$ cat src/inc/uirq_consts.svh
// offsets, field positions, reset values and base addresses of the serial port irq bank
`ifndef UIRQ_CONSTS_SVH
`define UIRQ_CONSTS_SVH

// number of interrupt sources and their place in the status words
`define UIRQ_NUM_SRC        7
`define UIRQ_FIELD_LSB      4
`define UIRQ_FIELD_MSB      10

// source index within the 7-bit vector (vector bit i sits at word bit i + 4)
`define UIRQ_SRC_RX         0
`define UIRQ_SRC_TX         1
`define UIRQ_SRC_RT         2
`define UIRQ_SRC_FE         3
`define UIRQ_SRC_PE         4
`define UIRQ_SRC_BE         5
`define UIRQ_SRC_OE         6

// raw status reserved low nibble reads as ones
`define UIRQ_RAW_LOW_LSB    0
`define UIRQ_RAW_LOW_MSB    3
`define UIRQ_RAW_LOW_VAL    4'hf

// register offsets within one port instance
`define UIRQ_OFF_RAW        12'h03c
`define UIRQ_OFF_MASKED     12'h040
`define UIRQ_OFF_CLEAR      12'h044
`define UIRQ_OFF_ID4        12'hfd0
`define UIRQ_OFF_ID5        12'hfd4
`define UIRQ_OFF_ID6        12'hfd8
`define UIRQ_OFF_ID7        12'hfdc
`define UIRQ_OFF_ID0        12'hfe0
`define UIRQ_OFF_ID1        12'hfe4

// offset field of the byte address and the instance select above it
`define UIRQ_OFF_LSB        0
`define UIRQ_OFF_MSB        11
`define UIRQ_BASE_LSB       12
`define UIRQ_BASE_MSB       31

// instance bases
`define UIRQ_BASE_PORT0     32'h4000_c000
`define UIRQ_BASE_PORT1     32'h4000_d000
`define UIRQ_BASE_PORT2     32'h4000_e000

// identification bytes; byte0 value is arbitrary
`define UIRQ_ID_BYTE_W      8
`define UIRQ_ID_NUM         6
`define UIRQ_ID4_VAL        8'h00
`define UIRQ_ID5_VAL        8'h00
`define UIRQ_ID6_VAL        8'h00
`define UIRQ_ID7_VAL        8'h00
`define UIRQ_ID0_VAL        8'h5a
`define UIRQ_ID1_VAL        8'h00

// reset values
`define UIRQ_WORD_ZERO      32'h0000_0000
`define UIRQ_VEC_ZERO       7'h00

`endif

$ cat src/inc/uirq_pkg.sv
// types shared by the serial port irq bank
package uirq_pkg;

  // one bit per interrupt source, rx at index 0 up to overrun at index 6
  typedef logic [6:0] uirq_vec_type;

  // kind of bus access seen in the current cycle
  typedef enum logic [1:0] {
    UIRQ_ACC_IDLE,
    UIRQ_ACC_READ,
    UIRQ_ACC_WRITE
  } uirq_acc_type;

endpackage

$ cat src/rtl/uirq_id_rom.sv
// fixed identification byte lookup of the serial port irq bank
`timescale 1ns/1ps
`default_nettype none
`include "uirq_consts.svh"

module uirq_id_rom
  import uirq_pkg::*;
(
  // lookup
  input  wire logic [11:0] i_offset,
  // result
  output logic      [7:0]  o_byte,
  output logic             o_hit
);

  // offsets and values of the six id words, in table order
  localparam logic [11:0] ID_OFF [`UIRQ_ID_NUM] = '{
    `UIRQ_OFF_ID4, `UIRQ_OFF_ID5, `UIRQ_OFF_ID6,
    `UIRQ_OFF_ID7, `UIRQ_OFF_ID0, `UIRQ_OFF_ID1
  };
  localparam logic [7:0] ID_VAL [`UIRQ_ID_NUM] = '{
    `UIRQ_ID4_VAL, `UIRQ_ID5_VAL, `UIRQ_ID6_VAL,
    `UIRQ_ID7_VAL, `UIRQ_ID0_VAL, `UIRQ_ID1_VAL
  };

  logic [`UIRQ_ID_NUM-1:0] hit_vec;
  logic [7:0]              byte_vec [`UIRQ_ID_NUM];

  // one comparator per entry; constants only, nothing here can be written
  genvar gi;
  generate
    for (gi = 0; gi < `UIRQ_ID_NUM; gi++) begin : g_entry
      assign hit_vec[gi]  = (i_offset == ID_OFF[gi]);
      assign byte_vec[gi] = hit_vec[gi] ? ID_VAL[gi] : 8'h00;
    end
  endgenerate

  // offsets are distinct, so an or of the gated bytes is the selected byte
  always_comb begin
    o_byte = 8'h00;
    for (int k = 0; k < `UIRQ_ID_NUM; k++) begin
      o_byte = o_byte | byte_vec[k];
    end
  end

  assign o_hit = |hit_vec;

endmodule
`default_nettype wire

$ cat src/rtl/uirq_regs.sv
// interrupt status, interrupt clear and identification registers of one serial port
//
// Overview of operation
// - masked bits 10..7: overrun, break, parity, framing
// - masked bit is raw bit and mask bit
// - clear write of one drops raw and masked, except for a source that sets in the same cycle
// - clear write of zero changes nothing
// - clear bits 10..4 in overrun-to-rx order
// - clear register write-one-to-clear at 0x044
// - reserved bits read zero except raw status bits 3..0, which read ones; writes ignored
// - id registers are fixed read-only constants
// - id words at offsets 0xfd0 to 0xfe4
// - layout repeated at three instance bases
`timescale 1ns/1ps
`default_nettype none
`include "uirq_consts.svh"

module uirq_regs
  import uirq_pkg::*;
#(
  // which of the three instance bases this copy answers at (0, 1 or 2)
  parameter int unsigned PORT_SEL = 0
)(
  // clock and reset
  input  wire logic        i_clk,
  input  wire logic        i_rst_b,
  // register port
  input  wire logic [31:0] i_addr,
  input  wire logic [31:0] i_wdata,
  input  wire logic        i_wr,
  input  wire logic        i_rd,
  output logic      [31:0] o_rdata,
  // interrupt sources from the rest of the port
  input  wire logic [6:0]  i_event_set,
  input  wire logic [6:0]  i_irq_mask,
  // status and clear pulses toward the rest of the port
  output logic      [6:0]  o_raw_status,
  output logic      [6:0]  o_masked_status,
  output logic      [6:0]  o_clear_pulse,
  // interrupt request
  output logic             o_irq
);

  // instance base picked once at elaboration
  localparam logic [31:0] BASE_ADDR =
    (PORT_SEL == 2) ? `UIRQ_BASE_PORT2 :
    (PORT_SEL == 1) ? `UIRQ_BASE_PORT1 :
                      `UIRQ_BASE_PORT0;

  // state
  uirq_vec_type raw_reg;
  uirq_vec_type masked_reg;
  uirq_vec_type clear_pulse_reg;
  logic         irq_reg;
  logic [31:0]  rdata_reg;

  // next values and decode
  uirq_vec_type raw_next;
  uirq_vec_type masked_next;
  uirq_vec_type clear_vec;
  logic [31:0]  rdata_next;
  logic [11:0]  offset;
  logic         inst_sel;
  logic         clear_hit;
  uirq_acc_type acc_kind;
  logic [7:0]   id_byte;
  logic         id_hit;

  //--------------------------------------------------------------------
  // address decode
  //--------------------------------------------------------------------

  // upper address bits pick the instance, low twelve the register
  assign offset   = i_addr[`UIRQ_OFF_MSB:`UIRQ_OFF_LSB];
  assign inst_sel = (i_addr[`UIRQ_BASE_MSB:`UIRQ_BASE_LSB] ==
                     BASE_ADDR[`UIRQ_BASE_MSB:`UIRQ_BASE_LSB]);

  // strobes never overlap; write is checked first only for safety
  always_comb begin
    acc_kind = UIRQ_ACC_IDLE;
    if (inst_sel && i_wr) begin
      acc_kind = UIRQ_ACC_WRITE;
    end else if (inst_sel && i_rd) begin
      acc_kind = UIRQ_ACC_READ;
    end
  end

  // only the clear word has a write effect; every other write is dropped
  always_comb begin
    clear_hit = 1'b0;
    case (acc_kind)
      UIRQ_ACC_WRITE: begin
        clear_hit = (offset == `UIRQ_OFF_CLEAR);
      end
      UIRQ_ACC_READ: begin
        clear_hit = 1'b0;
      end
      default: begin
        clear_hit = 1'b0;
      end
    endcase
  end

  // field 10..4 of the write data, reserved data bits never looked at
  assign clear_vec = clear_hit ?
                     i_wdata[`UIRQ_FIELD_MSB:`UIRQ_FIELD_LSB] :
                     `UIRQ_VEC_ZERO;

  //--------------------------------------------------------------------
  // sticky raw status, one slice per source
  //--------------------------------------------------------------------

  // an event in the clearing cycle survives: set wins over clear,
  // otherwise a pulse arriving with the write would be lost for good
  genvar gi;
  generate
    for (gi = 0; gi < `UIRQ_NUM_SRC; gi++) begin : g_src
      assign raw_next[gi] = i_event_set[gi] |
                            (raw_reg[gi] & ~clear_vec[gi]);
      assign masked_next[gi] = raw_next[gi] & i_irq_mask[gi];
    end
  endgenerate

  // raw status register
  always_ff @(posedge i_clk or negedge i_rst_b) begin
    if (!i_rst_b) begin
      raw_reg <= `UIRQ_VEC_ZERO;
    end else begin
      raw_reg <= raw_next;
    end
  end

  // masked copy follows raw and mask together
  always_ff @(posedge i_clk or negedge i_rst_b) begin
    if (!i_rst_b) begin
      masked_reg <= `UIRQ_VEC_ZERO;
    end else begin
      masked_reg <= masked_next;
    end
  end

  // one-cycle clear pulses so the rest of the port can drop its own
  // condition sources; a zero bit sends no pulse
  always_ff @(posedge i_clk or negedge i_rst_b) begin
    if (!i_rst_b) begin
      clear_pulse_reg <= `UIRQ_VEC_ZERO;
    end else begin
      clear_pulse_reg <= clear_vec;
    end
  end

  // level interrupt, high while any enabled status bit is set
  always_ff @(posedge i_clk or negedge i_rst_b) begin
    if (!i_rst_b) begin
      irq_reg <= 1'b0;
    end else begin
      irq_reg <= |masked_next;
    end
  end

  //--------------------------------------------------------------------
  // read path
  //--------------------------------------------------------------------

  // fixed identification bytes
  uirq_id_rom u_id_rom (
    .i_offset (offset),
    .o_byte   (id_byte),
    .o_hit    (id_hit)
  );

  // read mux; unmapped and misaligned offsets read as zero
  always_comb begin
    rdata_next = `UIRQ_WORD_ZERO;
    case (offset)
      `UIRQ_OFF_RAW: begin
        rdata_next[`UIRQ_FIELD_MSB:`UIRQ_FIELD_LSB] = raw_reg;
        rdata_next[`UIRQ_RAW_LOW_MSB:`UIRQ_RAW_LOW_LSB] = `UIRQ_RAW_LOW_VAL;
      end
      `UIRQ_OFF_MASKED: begin
        // bit 10 overrun, 9 break, 8 parity, 7 framing
        // bit 6 rx timeout, 5 tx, 4 rx
        rdata_next[`UIRQ_FIELD_MSB:`UIRQ_FIELD_LSB] = masked_reg;
      end
      `UIRQ_OFF_CLEAR: begin
        rdata_next = `UIRQ_WORD_ZERO;
      end
      default: begin
        if (id_hit) begin
          rdata_next[`UIRQ_ID_BYTE_W-1:0] = id_byte;
        end
      end
    endcase
  end

  // data valid only in the cycle after the read strobe, zero otherwise
  always_ff @(posedge i_clk or negedge i_rst_b) begin
    if (!i_rst_b) begin
      rdata_reg <= `UIRQ_WORD_ZERO;
    end else if (acc_kind == UIRQ_ACC_READ) begin
      rdata_reg <= rdata_next;
    end else begin
      rdata_reg <= `UIRQ_WORD_ZERO;
    end
  end

  // outputs straight from flip-flops
  assign o_rdata         = rdata_reg;
  assign o_raw_status    = raw_reg;
  assign o_masked_status = masked_reg;
  assign o_clear_pulse   = clear_pulse_reg;
  assign o_irq           = irq_reg;

endmodule
`default_nettype wire

$ cat config.mk
export PLATFORM = sky130hd
export DESIGN_NAME = uirq_regs
export DESIGN_NICKNAME = d
export VERILOG_FILES = /design/src/inc/uirq_pkg.sv /design/src/rtl/uirq_id_rom.sv /design/src/rtl/uirq_regs.sv
export VERILOG_INCLUDE_DIRS = /design/src /design/src/inc
export SDC_FILE = /design/constraint.sdc
export NUM_CORES = 1
export LEC_CHECK = 0
export BUFFER_PORTS_ARGS = -buffer_cell sky130_fd_sc_hd__buf_2
export CORE_AREA = 10 10 67 91
export CTS_CLUSTER_SIZE = 20
export DETAILED_ROUTE_END_ITERATION = 12
export DIE_AREA = 0 0 77 101
export HOLD_SLACK_MARGIN = 0.02
export PLACE_DENSITY = 0.84
export SYNTH_ARGS = -nofsm -noshare
export SYNTH_HDL_FRONTEND = slang
export SYNTH_SLANG_ARGS = --single-unit
$ cat constraint.sdc
create_clock -name i_clk -period 1.5 [get_ports i_clk]
set_input_delay 0.075 -clock i_clk [delete_from_list [all_inputs] [get_ports i_clk]]
set_output_delay 0.075 -clock i_clk [all_outputs]
set_load 0.01 [all_outputs]
# [Word level (Yosys, flattened, before mapping)]
# Cells that the tools add are included.
[word_totals] regBits=54 output_inout_bits=54 in_bits=82
[classes] mux=10 eq_ne=12 bitwise_logic=28 reduce_logical=5
[ops] op="12-bit == test, second input constant" n=6
[ops] op="12-bit by 7-bit == test with 1-bit output, second input constant" n=2
[ops] op="20-bit by 19-bit == test with 1-bit output, second input constant" n=1
[ops] op="1-bit AND" n=14
[ops] op="7-bit two-way mux" n=2
[ops] op="12-bit by 6-bit == test with 1-bit output, second input constant" n=1
[ops] op="4-bit one-hot mux with 3 select lines" n=1
[ops] op="11-bit two-way mux" n=1
[ops] op="8-bit two-way mux" n=1
[ops] op="4-bit one-hot mux with 2 select lines" n=1
[ops] op="1-bit NOT" n=7
[ops] op="1-bit bitwise OR" n=7
[ops] op="7-bit OR reduction" n=1
[ops] op="3-bit one-hot mux with 2 select lines" n=1
[ops] op="6-bit OR reduction" n=1
[ops] op="2-bit by 1-bit == test with 1-bit output, second input constant" n=1
[ops] op="2-bit == test, second input constant" n=1
[ops] op="1-bit logical AND" n=2
[ops] op="1-bit two-way mux" n=2
[ops] op="2-bit two-way mux" n=1
[ops] op="2-bit OR reduction" n=1

# [Depth between registers and ports, before layout]
[logic_depth] ltp_word=12 mapped_depth=6 ltp_nobuf=5

# [By module]
# From an unflattened synthesis, not the netlist that was laid out.
[unflattened] hier_cells=188 area_unflattened_um2=1841.8
[by_module_without_submodules] module="uirq_regs" area_per_inst_um2=1730.4 n_inst=1 cells_each=173
[by_module_without_submodules] module="uirq_id_rom" area_per_inst_um2=111.4 n_inst=1 cells_each=15

# [Worst setup path after synthesis]
# Ideal clock, no wire load.
[synth_timing] path_type="in2reg" start="input port i_addr[17]" end="register rdata_reg[6], in the netlist o_rdata[6]" slack_ps=94 arrival_ps=1328 required_ps=1422 stages=6 n_path_buf=1 cell_sequence="nor4b_4 nand3_2 or4_4 buf_6 a21oi_4 a21boi_1"
[synth_between] elab_chain_len=6
[synth_rtl] item="start, declared" line="uirq_regs.sv:28" rtl="input wire logic [31:0] i_addr,"
[synth_rtl] item="20-bit by 19-bit == test with 1-bit output *" line="uirq_regs.sv:75" rtl="assign inst_sel = (i_addr[`UIRQ_BASE_MSB:`UIRQ_BASE_LSB] =="
[synth_rtl] item="1-bit logical AND" line="uirq_regs.sv:83" rtl="end else if (inst_sel && i_rd) begin"
[synth_rtl] item="1-bit two-way mux" line="uirq_regs.sv:83"
[synth_rtl] item="2-bit two-way mux *" line="uirq_regs.sv:81" rtl="if (inst_sel && i_wr) begin"
[synth_rtl] item="2-bit by 1-bit == test with 1-bit output *" line="uirq_regs.sv:200" rtl="end else if (acc_kind == UIRQ_ACC_READ) begin"
[synth_rtl] item="11-bit two-way mux *" line="uirq_regs.sv:200"
[synth_rtl] item="end signal, assigned" line="uirq_regs.sv:199" rtl="rdata_reg <= `UIRQ_WORD_ZERO;"
[synth_rtl] item="end signal, assigned" line="uirq_regs.sv:201" rtl="rdata_reg <= rdata_next;"
[synth_rtl] item="end signal, assigned" line="uirq_regs.sv:203" rtl="rdata_reg <= `UIRQ_WORD_ZERO;"
[synth_rtl] item="end, declared" line="uirq_regs.sv:55" rtl="logic [31:0] rdata_reg;"
# Every way passes the cells marked *; elsewhere a longest branch is shown, timed or not.

# [Worst setup path in the final report]
[layout_timing] start="input port i_addr[7]" end="register rdata_reg[6], in the netlist o_rdata[6]"
[layout_between] elab_chain_len=5
[layout_rtl] item="12-bit == test" line="uirq_id_rom.sv:33" rtl="assign hit_vec[gi] = (i_offset == ID_OFF[gi]);"
[layout_rtl] item="6-bit OR reduction / 7-bit two-way mux (equally long branches)" line="uirq_id_rom.sv:46, uirq_id_rom.sv:34"
[layout_rtl] item="8-bit two-way mux" line="uirq_regs.sv:189" rtl="if (id_hit) begin"
[layout_rtl] item="4-bit one-hot mux with 3 select lines *" line="uirq_regs.sv:175" rtl="case (offset)"
[layout_rtl] item="11-bit two-way mux *" line="uirq_regs.sv:200"
# Marked as above.

==> summary.txt <==
Outcome
  – Status: completed

Setup path
  – Critical path type: primary input to flop
  – Worst setup SP type: primary input
  – WP data arrival: ~1400 ps
  – Critical path endpoint category: flop
  – Slowest CP cell: or4_1
  – Worst Path Max Fanout: 4
  – Required time worst endpoint: between 1500 and 2000 ps
  – CP peak stage delay: just over 600 ps
  – Reg-to-reg setup timing slack: about 280 ps
  – Critical path cell sequence: buf_2, nor3_2, nand3_1, or4_1, o21ai_0, a21boi_1

Yosys
  – Distinct cells, synth: 36
  – Synthesized flop and latch total: 31
  – YS warnings: 0
  – Synthesized area: approximately 1700 µm²
  – Gate Count Post-Synth: 170
  – Sequential area share after synthesis: ~47%
  – Mean post-synth cell area: 9.789 µm²

CTS
  – Clk sinks: 31
  – H-tree level count: 2
  – Num CTS Buffers: 5
  – Reg clk slew, reported paths: 60 ps
  – Clock Path Buffers: 2
  – CTS Root Cell: clkbuf_8
  – Post-CTS Hold Fix Bufs: 7
  – CTS tree: done
  – Postcts setup bufs: 0
  – Clock latency on the worst-skew pair: roughly 280 ps
  – CTS-repair resized insts: 0

Floorplan
  – Die width: roughly 77 µm
  – CORE AREA: about 4500 µm²
  – I/O pin count: ~140
  – Die area: 7777 µm²
  – Rows: 29
  – Die Span Y: roughly 100 µm
  – Initial core utilization: 37.29%

Layout
  – NumNets Final: 358
  – Fraction of layout cells with a size suffix above 1: 40.94%
  – # fillers: between 400 and 500
  – Final instance area: ~2300 µm²
  – Ant diodes: 0
  – Cell Count, Final, Fillers Out: roughly 340
  – Synthesis-to-finish area growth: 37.52%
  – Core Util, Final: between 50% and 60%

Global routing
  – Vias in the first global route: approximately 1700
  – Tot GR Track Use: between 10 and 15%
  – Number of antenna violations at the first check in global routing: 0
  – Wire length of the first global-routing pass: around 8.0 mm
  – Grt ovf: 0
  – Largest net degree at the start of global routing: 32

STA
  – Final setup violation count: 0
  – RSZ-0062 raised after global routing: no
  – Setup TNS: 0 ps
  – Tmin final: ~1300 ps
  – Worst slew pin tran: 654.2 ps
  – Period utilization: a little under nine tenths
  – Slew HR: 56.38%
  – Fin Clk Skew: ~3.9 ps
  – Hold_ws: about 29 ps
  – FMAX: about 780 MHz
  – Fin. Hold Viols: 0
  – Final setup margin: roughly 220 ps
  – Slew Viols, Final: 0

Flow run
  – MaxCap Viol Count: 0

Placed design
  – Cell Area, Placed: about 2100 µm²
  – Port bufs: between 80 and 90
  – Gpl congestion: approximately 0.86
  – Pre-CTS setup slack: -61.66 ps
  – HPWL Detailed: 4.373 mm
  – Placed cells: around 320

Drt
  – Routed len/inst: 15.24 µm
  – Vias per cell: roughly 4.6
  – Via count: ~1600
  – Post-route DRC: 0
  – Post-route ant nets: 0
  – Overall routed net length: roughly 5 mm
  – Drt first pass iters: 4
  – Iteration-0 DRC Markers: a little over 90

Power and ir drop
  – Pwr dens: 752.7 nW/µm²
  – Total Power: 1.722 mW
  – Max VDD drop: ~0.46 mV
  – Static leakage: roughly 1.2 nW

Min path
  – Hold Path Class: primary input to flop
layout by cell type, fill, tap and decap left out, types with 2 or more instances in the layout:
cell type      instances
nand4_1                3
nor4b_4                2
a21boi_1               2
dfrtp_1               31
buf_2                 89
nor2b_1                4
clkbuf_8               6
or2_2                  2
nor2_1                14
conb_1                21
nand2_1                4
a31oi_1                7
dlygate4sd3_1          7
a22oi_1                5
buf_4                  7
nand2b_1               2
nand3_1                4
o21ai_0               23
and3_1                 8
nor4_1                 2
inv_1                 15
metal layers:
layer,wire (µm),up-vias,track usage [%],part of all wire [%]
met5,0,-,0,0
met1,1844,718,11.85,36
li1,-,768,-,-
met2,2832,61,24.20,55
met3,338,9,5.000,6.6
met4,135,0,6.761,2.6
critical path, delay by kind of cell:
| family | cells | cell delay, ps |
|---|---|---|
| simple gates | 3 | 930 |
| compound gates | 2 | 320 |
| buf+inv | 1 | 110 |
layout make-up:
class,instances,area (µm²),area share (%)
Multi-Input combinational cell,120,723.2,31.60
Tap cell,62,77.57,3.390
Timing Repair Buffer,103,568.0,24.82
Clock inverter,1,5.005,0.2187
Clock buffer,6,82.58,3.609
Sequential cell,31,775.7,33.90
Inverter,15,56.30,2.460
state kept, by name, indices dropped and copies added, names as in the netlist:
name / flops
o_clear_pulse: 7
o_irq: 1
o_masked_status: 7
o_raw_status: 7
o_rdata: 9
worst paths after layout:
| path | end | startpoint | cells past startpoint |
|---|---|---|---|
| min in group asynchronous | o_clear_pulse[6] | i_rst_b | 2 |
| min | o_masked_status[6] | i_wdata[10] | 2 |
| max reg2reg | o_irq | o_raw_status[6] | 5 |
| max in group asynchronous | o_raw_status[6] | i_rst_b | 2 |
| max | o_rdata[6] | i_addr[7] | 6 |
| min reg2reg | o_rdata[5] | o_masked_status[1] | 2 |
cells by family after synthesis:
kind of cell / after synthesis / synth area share, %
and+or+nand+nor: 58 / 23.61
AOI/OAI and AO/OA: 41 / 15.11
buffers and inverters: 39 / 14.44
DFF: 31 / 46.62
other: 1 / 0.2253
report_power, final:
group | internal, mW | total (mW) | switching [mW]
Combinational | 0.0986 | 0.225 | 0.127
Clock | 0.359 | 0.645 | 0.286
Sequential | 0.846 | 0.852 | 0.00602
Total | 1.30 | 1.72 | 0.419
synthesized netlist by cell type:
| cell | number | share of area (%) |
|---|---|---|
| nand3b_1 | 1 | 0.45 |
| and4b_1 | 1 | 0.60 |
| nor3_1 | 1 | 0.30 |
| or2_2 | 2 | 0.75 |
| nand4b_1 | 1 | 0.53 |
| and2_1 | 1 | 0.38 |
| a22o_1 | 1 | 0.53 |
| nand2b_1 | 2 | 0.75 |
| conb_1 | 1 | 0.23 |
| inv_1 | 15 | 3.4 |
| a22oi_1 | 5 | 2.3 |
| a21oi_4 | 1 | 0.98 |
| nand4_1 | 3 | 1.1 |
| or4_1 | 1 | 0.45 |
| nor3b_1 | 1 | 0.45 |
| a31oi_1 | 7 | 2.6 |
| a21boi_1 | 2 | 0.90 |
| nor2_1 | 14 | 3.2 |
| nor4b_1 | 1 | 0.53 |
| nor2b_1 | 4 | 1.5 |
| nand3_1 | 4 | 1.2 |
| buf_6 | 1 | 0.68 |
| nand3_2 | 1 | 0.60 |
| a21o_1 | 1 | 0.45 |
| o211ai_1 | 1 | 0.45 |
| and3_1 | 8 | 3.0 |
| nor4_2 | 1 | 0.75 |
| nor4_1 | 2 | 0.75 |
| nor4_4 | 1 | 1.3 |
| dfrtp_1 | 31 | 47 |
| o21ai_0 | 23 | 6.9 |
| nor3_2 | 1 | 0.60 |
| nand2_1 | 4 | 0.90 |
| buf_4 | 23 | 10 |
| nor4b_4 | 2 | 2.9 |
| or4_4 | 1 | 0.68 |
Power figures use the tool's default switching activity.
